### src/hw/upf_pkg.sv
// Package for the USB port status flag bank
package upf_pkg;
    // Register offsets
    localparam logic [7:0] UPF_OFS_P2_FAULT = 8'h04;
    localparam logic [7:0] UPF_OFS_P1_GEN = 8'h0f;
    localparam logic [7:0] UPF_OFS_P2_GEN = 8'h10;
    // Port 2 fault flag bit positions
    localparam int UPF_FLT_OVERCUR = 0;
    localparam int UPF_FLT_BACKV = 1;
    localparam int UPF_FLT_ERROR = 7;
    // General flag bit positions
    localparam int UPF_GEN_ATTACH = 0;
    localparam int UPF_GEN_REMOVAL = 1;
    localparam int UPF_GEN_LOWCUR = 2;
    localparam int UPF_GEN_SWITCH = 3;
    localparam int UPF_GEN_CC = 4;
    localparam int UPF_GEN_QUOTA = 7;
    // Reset values
    localparam logic [7:0] UPF_RST_FLAGS = 8'h00;
    localparam logic [7:0] UPF_RST_RDATA = 8'h00;
    // Back-voltage margin, resolved by the analog comparator
    localparam int UPF_BACKV_MARGIN_MV = 150;

    // Register access request from the serial bus engine
    typedef struct packed {
        logic [7:0] addr;
        logic rd;
        logic wr;
        logic [7:0] wdata;
    } upf_bus_req_s;

    // Register read answer
    typedef struct packed {
        logic valid;
        logic [7:0] data;
    } upf_bus_rsp_s;

    // Per-port status inputs
    typedef struct packed {
        logic quota_reached;
        logic quota_reset_bit;
        logic quota_enable_bit;
        logic const_current;
        logic switch_en_pin;
        logic switch_enable_override;
        logic low_charge_current;
        logic removal_event;
        logic attach_event;
    } upf_port_in_s;

    // Port 2 analog comparator results
    typedef struct packed {
        logic above_current_limit;
        logic above_min_current;
        logic vbus_above_source;
        logic vbus_above_supply;
    } upf_p2_cmp_s;
endpackage

### src/hw/upf_port_flags.sv
// Per-port general status flag register
`timescale 1ns/100ps
module upf_port_flags
    import upf_pkg::*;
(
    // Clock and reset
    input wire logic ref_clk,
    input wire logic rst_q_b,
    // Port status and read clear
    input wire upf_port_in_s pin,
    input wire logic rd_clr,
    // Register contents
    output logic [7:0] flags
);
    logic quota;
    logic lowcur;
    logic removal;
    logic next_quota;
    logic next_lowcur;
    logic next_removal;
    logic quota_auto_clr;
    logic [7:0] next_flags;

    assign quota_auto_clr = pin.quota_reset_bit | ~pin.quota_enable_bit;
    assign next_quota = pin.quota_reached |
        (quota & ~rd_clr & ~quota_auto_clr);
    assign next_lowcur = pin.low_charge_current | (lowcur & ~rd_clr);
    assign next_removal = pin.removal_event | (removal & ~rd_clr);

    always_comb begin
        next_flags = 8'h00;
        next_flags[UPF_GEN_QUOTA] = next_quota;
        next_flags[UPF_GEN_CC] = pin.const_current;
        next_flags[UPF_GEN_SWITCH] = pin.switch_en_pin |
            pin.switch_enable_override;
        next_flags[UPF_GEN_LOWCUR] = next_lowcur;
        next_flags[UPF_GEN_REMOVAL] = next_removal;
        next_flags[UPF_GEN_ATTACH] = pin.attach_event;
    end

    always_ff @(posedge ref_clk or negedge rst_q_b) begin
        if (!rst_q_b) begin
            quota <= 1'b0;
            lowcur <= 1'b0;
            removal <= 1'b0;
            flags <= UPF_RST_FLAGS;
        end else begin
            quota <= next_quota;
            lowcur <= next_lowcur;
            removal <= next_removal;
            flags <= next_flags;
        end
    end
endmodule

### src/hw/upf_status_bank.sv
// Status flag bank for a two-port USB power switch
`timescale 1ns/100ps
// Contract
// - Port 2 overcurrent flag sets when current exceeds limit and minimum.
// - Read clears overcurrent flag once fault is gone; error clear too.
// - Setting the overcurrent flag asserts port 2 alert and enters Error.
// - A fault read can clear the alert output while the error bit stays set.
// - Back-voltage flag is zero unless bus exceeds both supplies by margin.
// - Constant-current bit reads one exactly while the port is in that mode.
module upf_status_bank
    import upf_pkg::*;
(
    // Clock and reset
    input wire logic ref_clk,
    input wire logic rst_b,
    // Register access
    input wire upf_bus_req_s bus_req,
    output upf_bus_rsp_s bus_rsp,
    // Port status inputs
    input wire upf_p2_cmp_s p2_cmp,
    input wire upf_port_in_s port1_in,
    input wire upf_port_in_s port2_in,
    // Port 2 alert, open drain, active low
    output logic alert_p2_o,
    output logic alert_p2_oe_b,
    // Port 2 Error state
    output logic error_state_p2
);
    logic rst_s1_b;
    logic rst_q_b;
    logic overcurrent_flag_p2;
    logic backvoltage_flag_p2;
    logic error_state_bit_p2;
    logic next_overcurrent;
    logic next_backvoltage;
    logic next_error;
    logic fault_p2;
    logic backv_cond;
    logic sel_fault;
    logic sel_p1;
    logic sel_p2;
    logic rd_fault;
    logic rd_p1;
    logic rd_p2;
    logic err_clr;
    logic [7:0] fault_flags;
    logic [7:0] port1_general_flags;
    logic [7:0] port2_general_flags;
    logic [7:0] next_rdata;

    // Reset release synchroniser
    always_ff @(posedge ref_clk or negedge rst_b) begin
        if (!rst_b) begin
            rst_s1_b <= 1'b0;
            rst_q_b <= 1'b0;
        end else begin
            rst_s1_b <= 1'b1;
            rst_q_b <= rst_s1_b;
        end
    end

    // Address decode
    assign sel_fault = bus_req.addr == UPF_OFS_P2_FAULT;
    assign sel_p1 = bus_req.addr == UPF_OFS_P1_GEN;
    assign sel_p2 = bus_req.addr == UPF_OFS_P2_GEN;
    assign rd_fault = bus_req.rd & sel_fault;
    assign rd_p1 = bus_req.rd & sel_p1;
    assign rd_p2 = bus_req.rd & sel_p2;
    assign err_clr = bus_req.wr & sel_fault & ~bus_req.wdata[UPF_FLT_ERROR];

    // Port 2 fault logic
    assign fault_p2 = p2_cmp.above_current_limit &
        p2_cmp.above_min_current;
    assign next_overcurrent = fault_p2 |
        (overcurrent_flag_p2 & ~rd_fault & ~err_clr);
    assign next_error = fault_p2 |
        (error_state_bit_p2 & ~err_clr);
    assign backv_cond = p2_cmp.vbus_above_source &
        p2_cmp.vbus_above_supply;
    assign next_backvoltage = backv_cond;

    always_comb begin
        fault_flags = 8'h00;
        fault_flags[UPF_FLT_ERROR] = error_state_bit_p2;
        fault_flags[UPF_FLT_BACKV] = backvoltage_flag_p2;
        fault_flags[UPF_FLT_OVERCUR] = overcurrent_flag_p2;
    end

    assign next_rdata = sel_fault ? fault_flags :
        sel_p1 ? port1_general_flags :
        sel_p2 ? port2_general_flags : UPF_RST_RDATA;

    always_ff @(posedge ref_clk or negedge rst_q_b) begin
        if (!rst_q_b) begin
            overcurrent_flag_p2 <= 1'b0;
            backvoltage_flag_p2 <= 1'b0;
            error_state_bit_p2 <= 1'b0;
            error_state_p2 <= 1'b0;
            alert_p2_o <= 1'b1;
            alert_p2_oe_b <= 1'b1;
            bus_rsp <= '0;
        end else begin
            overcurrent_flag_p2 <= next_overcurrent;
            backvoltage_flag_p2 <= next_backvoltage;
            error_state_bit_p2 <= next_error;
            error_state_p2 <= next_error;
            alert_p2_o <= 1'b0;
            alert_p2_oe_b <= ~next_overcurrent;
            bus_rsp.valid <= bus_req.rd;
            bus_rsp.data <= bus_req.rd ? next_rdata : UPF_RST_RDATA;
        end
    end

    upf_port_flags u_port1 (
        .ref_clk(ref_clk),
        .rst_q_b(rst_q_b),
        .pin(port1_in),
        .rd_clr(rd_p1),
        .flags(port1_general_flags)
    );

    upf_port_flags u_port2 (
        .ref_clk(ref_clk),
        .rst_q_b(rst_q_b),
        .pin(port2_in),
        .rd_clr(rd_p2),
        .flags(port2_general_flags)
    );
endmodule

### config.mk
export PLATFORM = sky130hd
export DESIGN_NAME = upf_status_bank
export DESIGN_NICKNAME = d
export VERILOG_FILES = /design/src/hw/upf_pkg.sv /design/src/hw/upf_port_flags.sv /design/src/hw/upf_status_bank.sv
export SDC_FILE = /design/constraint.sdc
export NUM_CORES = 1
export LEC_CHECK = 0
export BUFFER_PORTS_ARGS = -buffer_cell sky130_fd_sc_hd__buf_4
export CORE_ASPECT_RATIO = 0.8
export CORE_UTILIZATION = 35
export DETAILED_ROUTE_END_ITERATION = 7
export PLACE_DENSITY = 0.67
export SLEW_MARGIN = 5
export SYNTH_ARGS = -nofsm -noshare
export SYNTH_HDL_FRONTEND = slang
export SYNTH_SLANG_ARGS = --single-unit
### constraint.sdc
create_clock -name ref_clk -period 0.8 [get_ports ref_clk]
set_input_delay 0.2 -clock ref_clk [delete_from_list [all_inputs] [get_ports ref_clk]]
set_output_delay 0.2 -clock ref_clk [all_outputs]
set_load 0.01 [all_outputs]
==> results_dict.tcl, run 1 <==
set metrics [dict create \
    tns_ns -2.66 \
    slew_viol_final 0 \
    drtPass1Iterations 4 \
    core_area_sq_um 2770 \
    start_kind "register" \
    cp-end-kind "primary output" \
    dp_hpwl_mm 1.69 \
    total_leakage_power_nw 0.771 \
    syn_area_sq_um 1020 \
    layout_setup_ws_ns -0.348 \
    ys_seq_elements 26 \
    grt.total_usage_pct 15.0 \
    crit_path_max_incr_delay_ns 0.55 \
    syn_to_final_growth_pct 61.0 \
    powerDensity_nw_per_um2 1430 \
    clk_pin_slew_worst_paths_ns 0.13 \
    route.detailed.drc 0 \
    avgSynthCellArea_sq_um 13.1 \
    drtIter0Drc 25 \
    drt_wl_total_mm 2.23 \
    setup_viol 14 \
    cts_tree "yes" \
    cts-root-buf "clkbuf_4" \
    vdd_drop_max_v 0.000973 \
    cts_sinks 26 \
    cts_buffers 3 \
    finalHoldViolCount 0 \
    fmax_mhz 871 \
    avgViaCountPerCell 4.83 \
    synth_cell_type_count 24 \
    wire_per_inst_microns 12.7 \
    period_share_pct 144 \
    layout-drive-gt1-share_pct 52.9 \
    cp.required_ns 0.60 \
    diodes 0 \
    yosysWarnings 0 \
    rows 17 \
    grt_start_max_net_pins 25 \
    path_buf_inv 1 \
    start_util_pct 36.9 \
    gp_congestion 0.768 \
    htree_levels 1 \
    hp-class "in2reg" \
    pin_count 54 \
    antenna_left 0 \
    fin_crit_ns 1.15 \
    fin_nets 181 \
    cp_max_fo 1 \
    path_cells "buf_6" \
    die_h_microns 50.3 \
    die-area_sq_um 3130 \
    clk_latency_ns 0.31 \
    seq_area_frac_synth_pct 64.0 \
    slowest_stage "dfstp_2" \
    crit_type "reg2out" \
    dp_slack_ns -0.422 \
    grt_first_pass_wirelength_mm 3.59 \
    arrival_ns 0.95 \
    grt_overflow 0 \
    maxCapViolCount 0 \
    syn_inst 78 \
    rsz0062_at_grt "yes" \
    num_vias 850 \
    die_x_microns 62.4 \
    antenna_found_initial 0 \
    outcome "complete, but fails checks" \
    finClkSkew_ns 0.00338 \
    port_buffers 44 \
    holdWs_ns 0.0535 \
    crit_family "flip-flops" \
    clk_path_buf_depth 2 \
    violations "setup timing" \
    grt_pass1_vias 845 \
]
placed cells by master, fill, tap and decap left out, drive strengths merged:
master,count
nand3,1
dlygate4sd3,5
dfrtp,24
a31o,1
a41o,2
nand4,9
conb,4
and2,1
and3,1
nor3,2
clkbuf,4
a21o,4
inv,6
o22ai,3
a21oi,3
o2111ai,1
a22oi,4
a22o,2
nor2b,3
dfstp,2
buf,54
or2,2
path summary, 6_finish.rpt:
path                       cells past startpoint  slack (ns)               end           start
max reg2reg                                    3       -0.08        bus_rsp[7]  error_state_p2
max in group asynchronous                      1        0.37     alert_p2_oe_b         rst_q_b
min reg2reg                                    1        0.21  u_port1.flags[2]         rst_q_b
min                                            2        0.05  u_port2.flags[1]     port2_in[1]
min in group asynchronous                      2        0.18          rst_s1_b           rst_b
max                                            1       -0.35        alert_p2_o      alert_p2_o
per-layer routing:
metal,up-vias,part of all wire [%],global-route usage [%]
met5,-,0,0
met4,0,0.36,1.16
li1,397,-,-
met2,31,54,29.5
met1,420,39,16.1
met3,2,6.1,5.23
registers in the layout, summed over array words and instances (netlist names):
name                 cells
rst_s1_b                 1
u_port1.flags            6
alert_p2_o               1
alert_p2_oe_b            1
backvoltage_flag_p2      1
bus_rsp                  7
u_port2.flags            6
error_state_p2           1
overcurrent_flag_p2      1
rst_q_b                  1
report_power, final:
group | total [W] | internal, W | leakage (nW) | switching, W
clock | 0.000631 | 0.000278 | 0.0210 | 0.000353
combinational | 0.000345 | 0.000210 | 0.455 | 0.000135
sequential | 0.00137 | 0.00135 | 0.295 | 0.0000176
kinds of logic after synthesis:
kind of cell    count (synthesis)  synth area share [%]
compound gates                 20                  14.8
simple gates                   19                  15.1
buf+inv                        11                  5.27
other cells                     2                 0.736
flops                          26                  64.0
synthesized netlist by cell type:
| cell | count | area [sq um] |
|---|---|---|
| dfrtp_1 | 24 | 601 |
| nand4_1 | 8 | 50.1 |
| inv_1 | 6 | 22.5 |
| a22oi_1 | 4 | 30.0 |
| a21oi_1 | 3 | 15.0 |
| buf_4 | 3 | 22.5 |
| nor2b_1 | 3 | 18.8 |
| o22ai_1 | 3 | 18.8 |
| a21o_1 | 2 | 15.0 |
| a21o_2 | 2 | 17.5 |
| a22o_1 | 2 | 17.5 |
| a41o_1 | 2 | 20.0 |
| conb_1 | 2 | 7.51 |
| dfstp_2 | 2 | 52.6 |
| nor3_4 | 2 | 32.5 |
| or2_2 | 2 | 12.5 |
| a31o_2 | 1 | 8.76 |
| and2_1 | 1 | 6.26 |
| and3_2 | 1 | 7.51 |
| buf_2 | 1 | 5.00 |
| clkbuf_1 | 1 | 3.75 |
| nand3_1 | 1 | 5.00 |
| nand4_4 | 1 | 21.3 |
| o2111ai_1 | 1 | 8.76 |
stage by stage:
stage | std cells | util [%] | cell area (sq um) | power, W
final | 176 | 59.4 | 1640 | 0.00235
after CTS | 177 | 58.1 | 1610 | 0.00236
after floorplan | 80 | - | 1030 | 0.00149
after detailed placement | 165 | 52.3 | 1450 | 0.00169
after global placement | 165 | 52.3 | 1450 | 0.00168
after global routing | 176 | 59.4 | 1640 | 0.00247
final cells by class:
| cell class | instances | area (sq um) |
|---|---|---|
| Fill cell | 233 | 1120 |
| Clock buffer | 4 | 36.3 |
| Multi-Input combinational cell | 43 | 350 |
| Tap cell | 38 | 47.5 |
| Timing Repair Buffer | 59 | 532 |
| Inverter | 6 | 22.5 |
| Sequential cell | 26 | 653 |
repair_timing:
action,in CTS,in global routing
endpoints found under the hold margin,6,0
hold buffers,5,0
resized for setup,13,9
setup buffers,3,0
pin swaps,4,4
setup endpoints to repair,22,21
No activity file was read; power rests on OpenSTA's default activity.
==> run 2: changes to the inputs <==
--- a/config.mk
+++ b/config.mk
@@ -7,9 +7,9 @@
 export LEC_CHECK = 0
 export BUFFER_PORTS_ARGS = -buffer_cell sky130_fd_sc_hd__buf_4
 export CORE_ASPECT_RATIO = 0.8
-export CORE_UTILIZATION = 35
+export CORE_UTILIZATION = 39
 export DETAILED_ROUTE_END_ITERATION = 7
-export PLACE_DENSITY = 0.67
+export PLACE_DENSITY = 0.74
 export SLEW_MARGIN = 5
 export SYNTH_ARGS = -nofsm -noshare
 export SYNTH_HDL_FRONTEND = slang
==> run 2 against run 1 <==
Net effect: the run still ends with setup timing left; critical path type unchanged; sequential share of layout area down 1.3 points; largest cell class unchanged; highest routed layer unchanged; core utilization up 9.5 points; die area shrank 9.9%; global-route usage grew 3.3 points.
==> results_dict.tcl, run 2 (synthesis gave the netlist of run 1 again) <==
set metrics [dict create \
    met2_usage_pct 32.0 \
    biggestRegsByFlops "bus_rsp x7, u_port1.flags x6, u_port2.flags x6" \
    dp.cells 162 \
    fin_crit_ns 1.17 \
    final_util_pct 68.9 \
    route.detailed.drc 0 \
    diodes 0 \
    final_cell_mix "buf_4, dfrtp_1, buf_6, nand4_1, inv_1" \
    cp.required_ns 0.60 \
    grt.total_usage_pct 18.2 \
    layout_setup_ws_ns -0.368 \
    holdWs_ns 0.0305 \
    path_cells "buf_6" \
    cts_buffers 3 \
    fmax_mhz 856 \
    regMostFlops "bus_rsp" \
    layout_commonest_cell "buf_4" \
    finClkSkew_ns 0.0120 \
    rows 16 \
    total_power_w 0.00228 \
    drtPass1Iterations 4 \
    grt_pass1_vias 766 \
    slew_viol_final 0 \
    cp-end-kind "primary output" \
    instances_no_fill 177 \
    clk_path_buf_depth 2 \
    grtUsageMet3_pct 6.22 \
    antenna_found_initial 0 \
    antenna_left 0 \
    grt.busiest_layer "met2" \
    cts-root-buf "clkbuf_4" \
    cts_tree "yes" \
    crit_path_max_incr_delay_ns 0.56 \
    slowest_stage "dfstp_2" \
    path_buf_inv 1 \
    syn_to_final_growth_pct 66.4 \
    drtIter0Drc 5 \
    cts_sinks 26 \
    outcome "complete, but fails checks" \
    avgViaCountPerCell 4.84 \
    crit_family "flip-flops" \
    violations "setup timing" \
    pin_count 54 \
    layout-drive-gt1-share_pct 56.7 \
    clk_latency_ns 0.32 \
    num_vias 856 \
    largest_reg_flops 7 \
    arrival_ns 0.97 \
    start_util_pct 41.4 \
    grt_overflow 0 \
    core_area_sq_um 2460 \
    drt_wl_total_mm 2.32 \
    setup_viol 19 \
    maxCapViolCount 0 \
    port_buffers 44 \
    die_h_microns 47.7 \
    fin_nets 185 \
    grt_start_max_net_pins 24 \
    die-area_sq_um 2820 \
    nFillCells 187 \
    rsz0062_at_grt "yes" \
    gp_congestion 0.677 \
    powerDensity_nw_per_um2 1340 \
    cp_max_fo 1 \
    period_share_pct 146 \
    grt_first_pass_wirelength_mm 3.57 \
    dp_hpwl_mm 1.64 \
    hp-class "in2reg" \
    finalHoldViolCount 0 \
    grt_use_met1_pct 22.3 \
    die_x_microns 59.2 \
    start_kind "register" \
    htree_levels 1 \
    vdd_drop_max_v 0.00101 \
    dp_slack_ns -0.428 \
    wire_per_inst_microns 13.1 \
    crit_type "reg2out" \
    clk_pin_slew_worst_paths_ns 0.14 \
    total_leakage_power_nw 0.790 \
]
[run 2: final cells by class]
| type | count | area (sq um) | share of cell area (%) |
|---|---|---|---|
| flip-flops and latches | 26 | 653 | 38.5 |
| repair buffers | 63 | 573 | 33.8 |
| multi-input cells | 43 | 380 | 22.4 |
| well taps | 36 | 45.0 | 2.65 |
| clock buffers | 3 | 22.5 | 1.33 |
| inverters | 6 | 22.5 | 1.33 |
[run 2: per-layer routing]
metal	up-vias	part of all wire (%)
li1	402	-
met1	424	38
met2	28	56
met3	2	5.8
met4	0	0.39
met5	-	0
[run 2: final timing paths]
check	cells after the start	to	slack, ns	start
max	1	alert_p2_oe_b	-0.37	alert_p2_oe_b
min	2	alert_p2_oe_b	0.03	p2_cmp[2]
max reg2reg	3	bus_rsp[7]	-0.09	error_state_p2
min reg2reg	1	u_port1.flags[7]	0.23	rst_q_b
max in group asynchronous	1	alert_p2_oe_b	0.35	rst_q_b
min in group asynchronous	2	rst_q_b	0.19	rst_b
[run 2: report_power, final]
part           total [W]  internal (W)  switching, W
Sequential       0.00137       0.00135     0.0000189
Combinational   0.000367      0.000224      0.000142
Clock           0.000540      0.000176      0.000363
[run 2: what timing repair did]
| action | 4_1_cts | 5_1_grt |
|---|---|---|
| gates resized for setup | 18 | 12 |
| hold buffers | 5 | 0 |
| endpoints found under the setup margin | 21 | 25 |
| setup buffers | 4 | 4 |
| pin swaps | 8 | 11 |
| endpoints found under the hold margin | 6 | 0 |
[run 2: through the flow]
step	TNS [ns]	cell area, sq um
3_5_place_dp	-5.36	1440
5_1_grt	-3.70	1700
3_3_place_gp	-5.10	1440
2_1_floorplan	-2.29	1030
6_report	-2.99	1700
4_1_cts	-2.84	1610
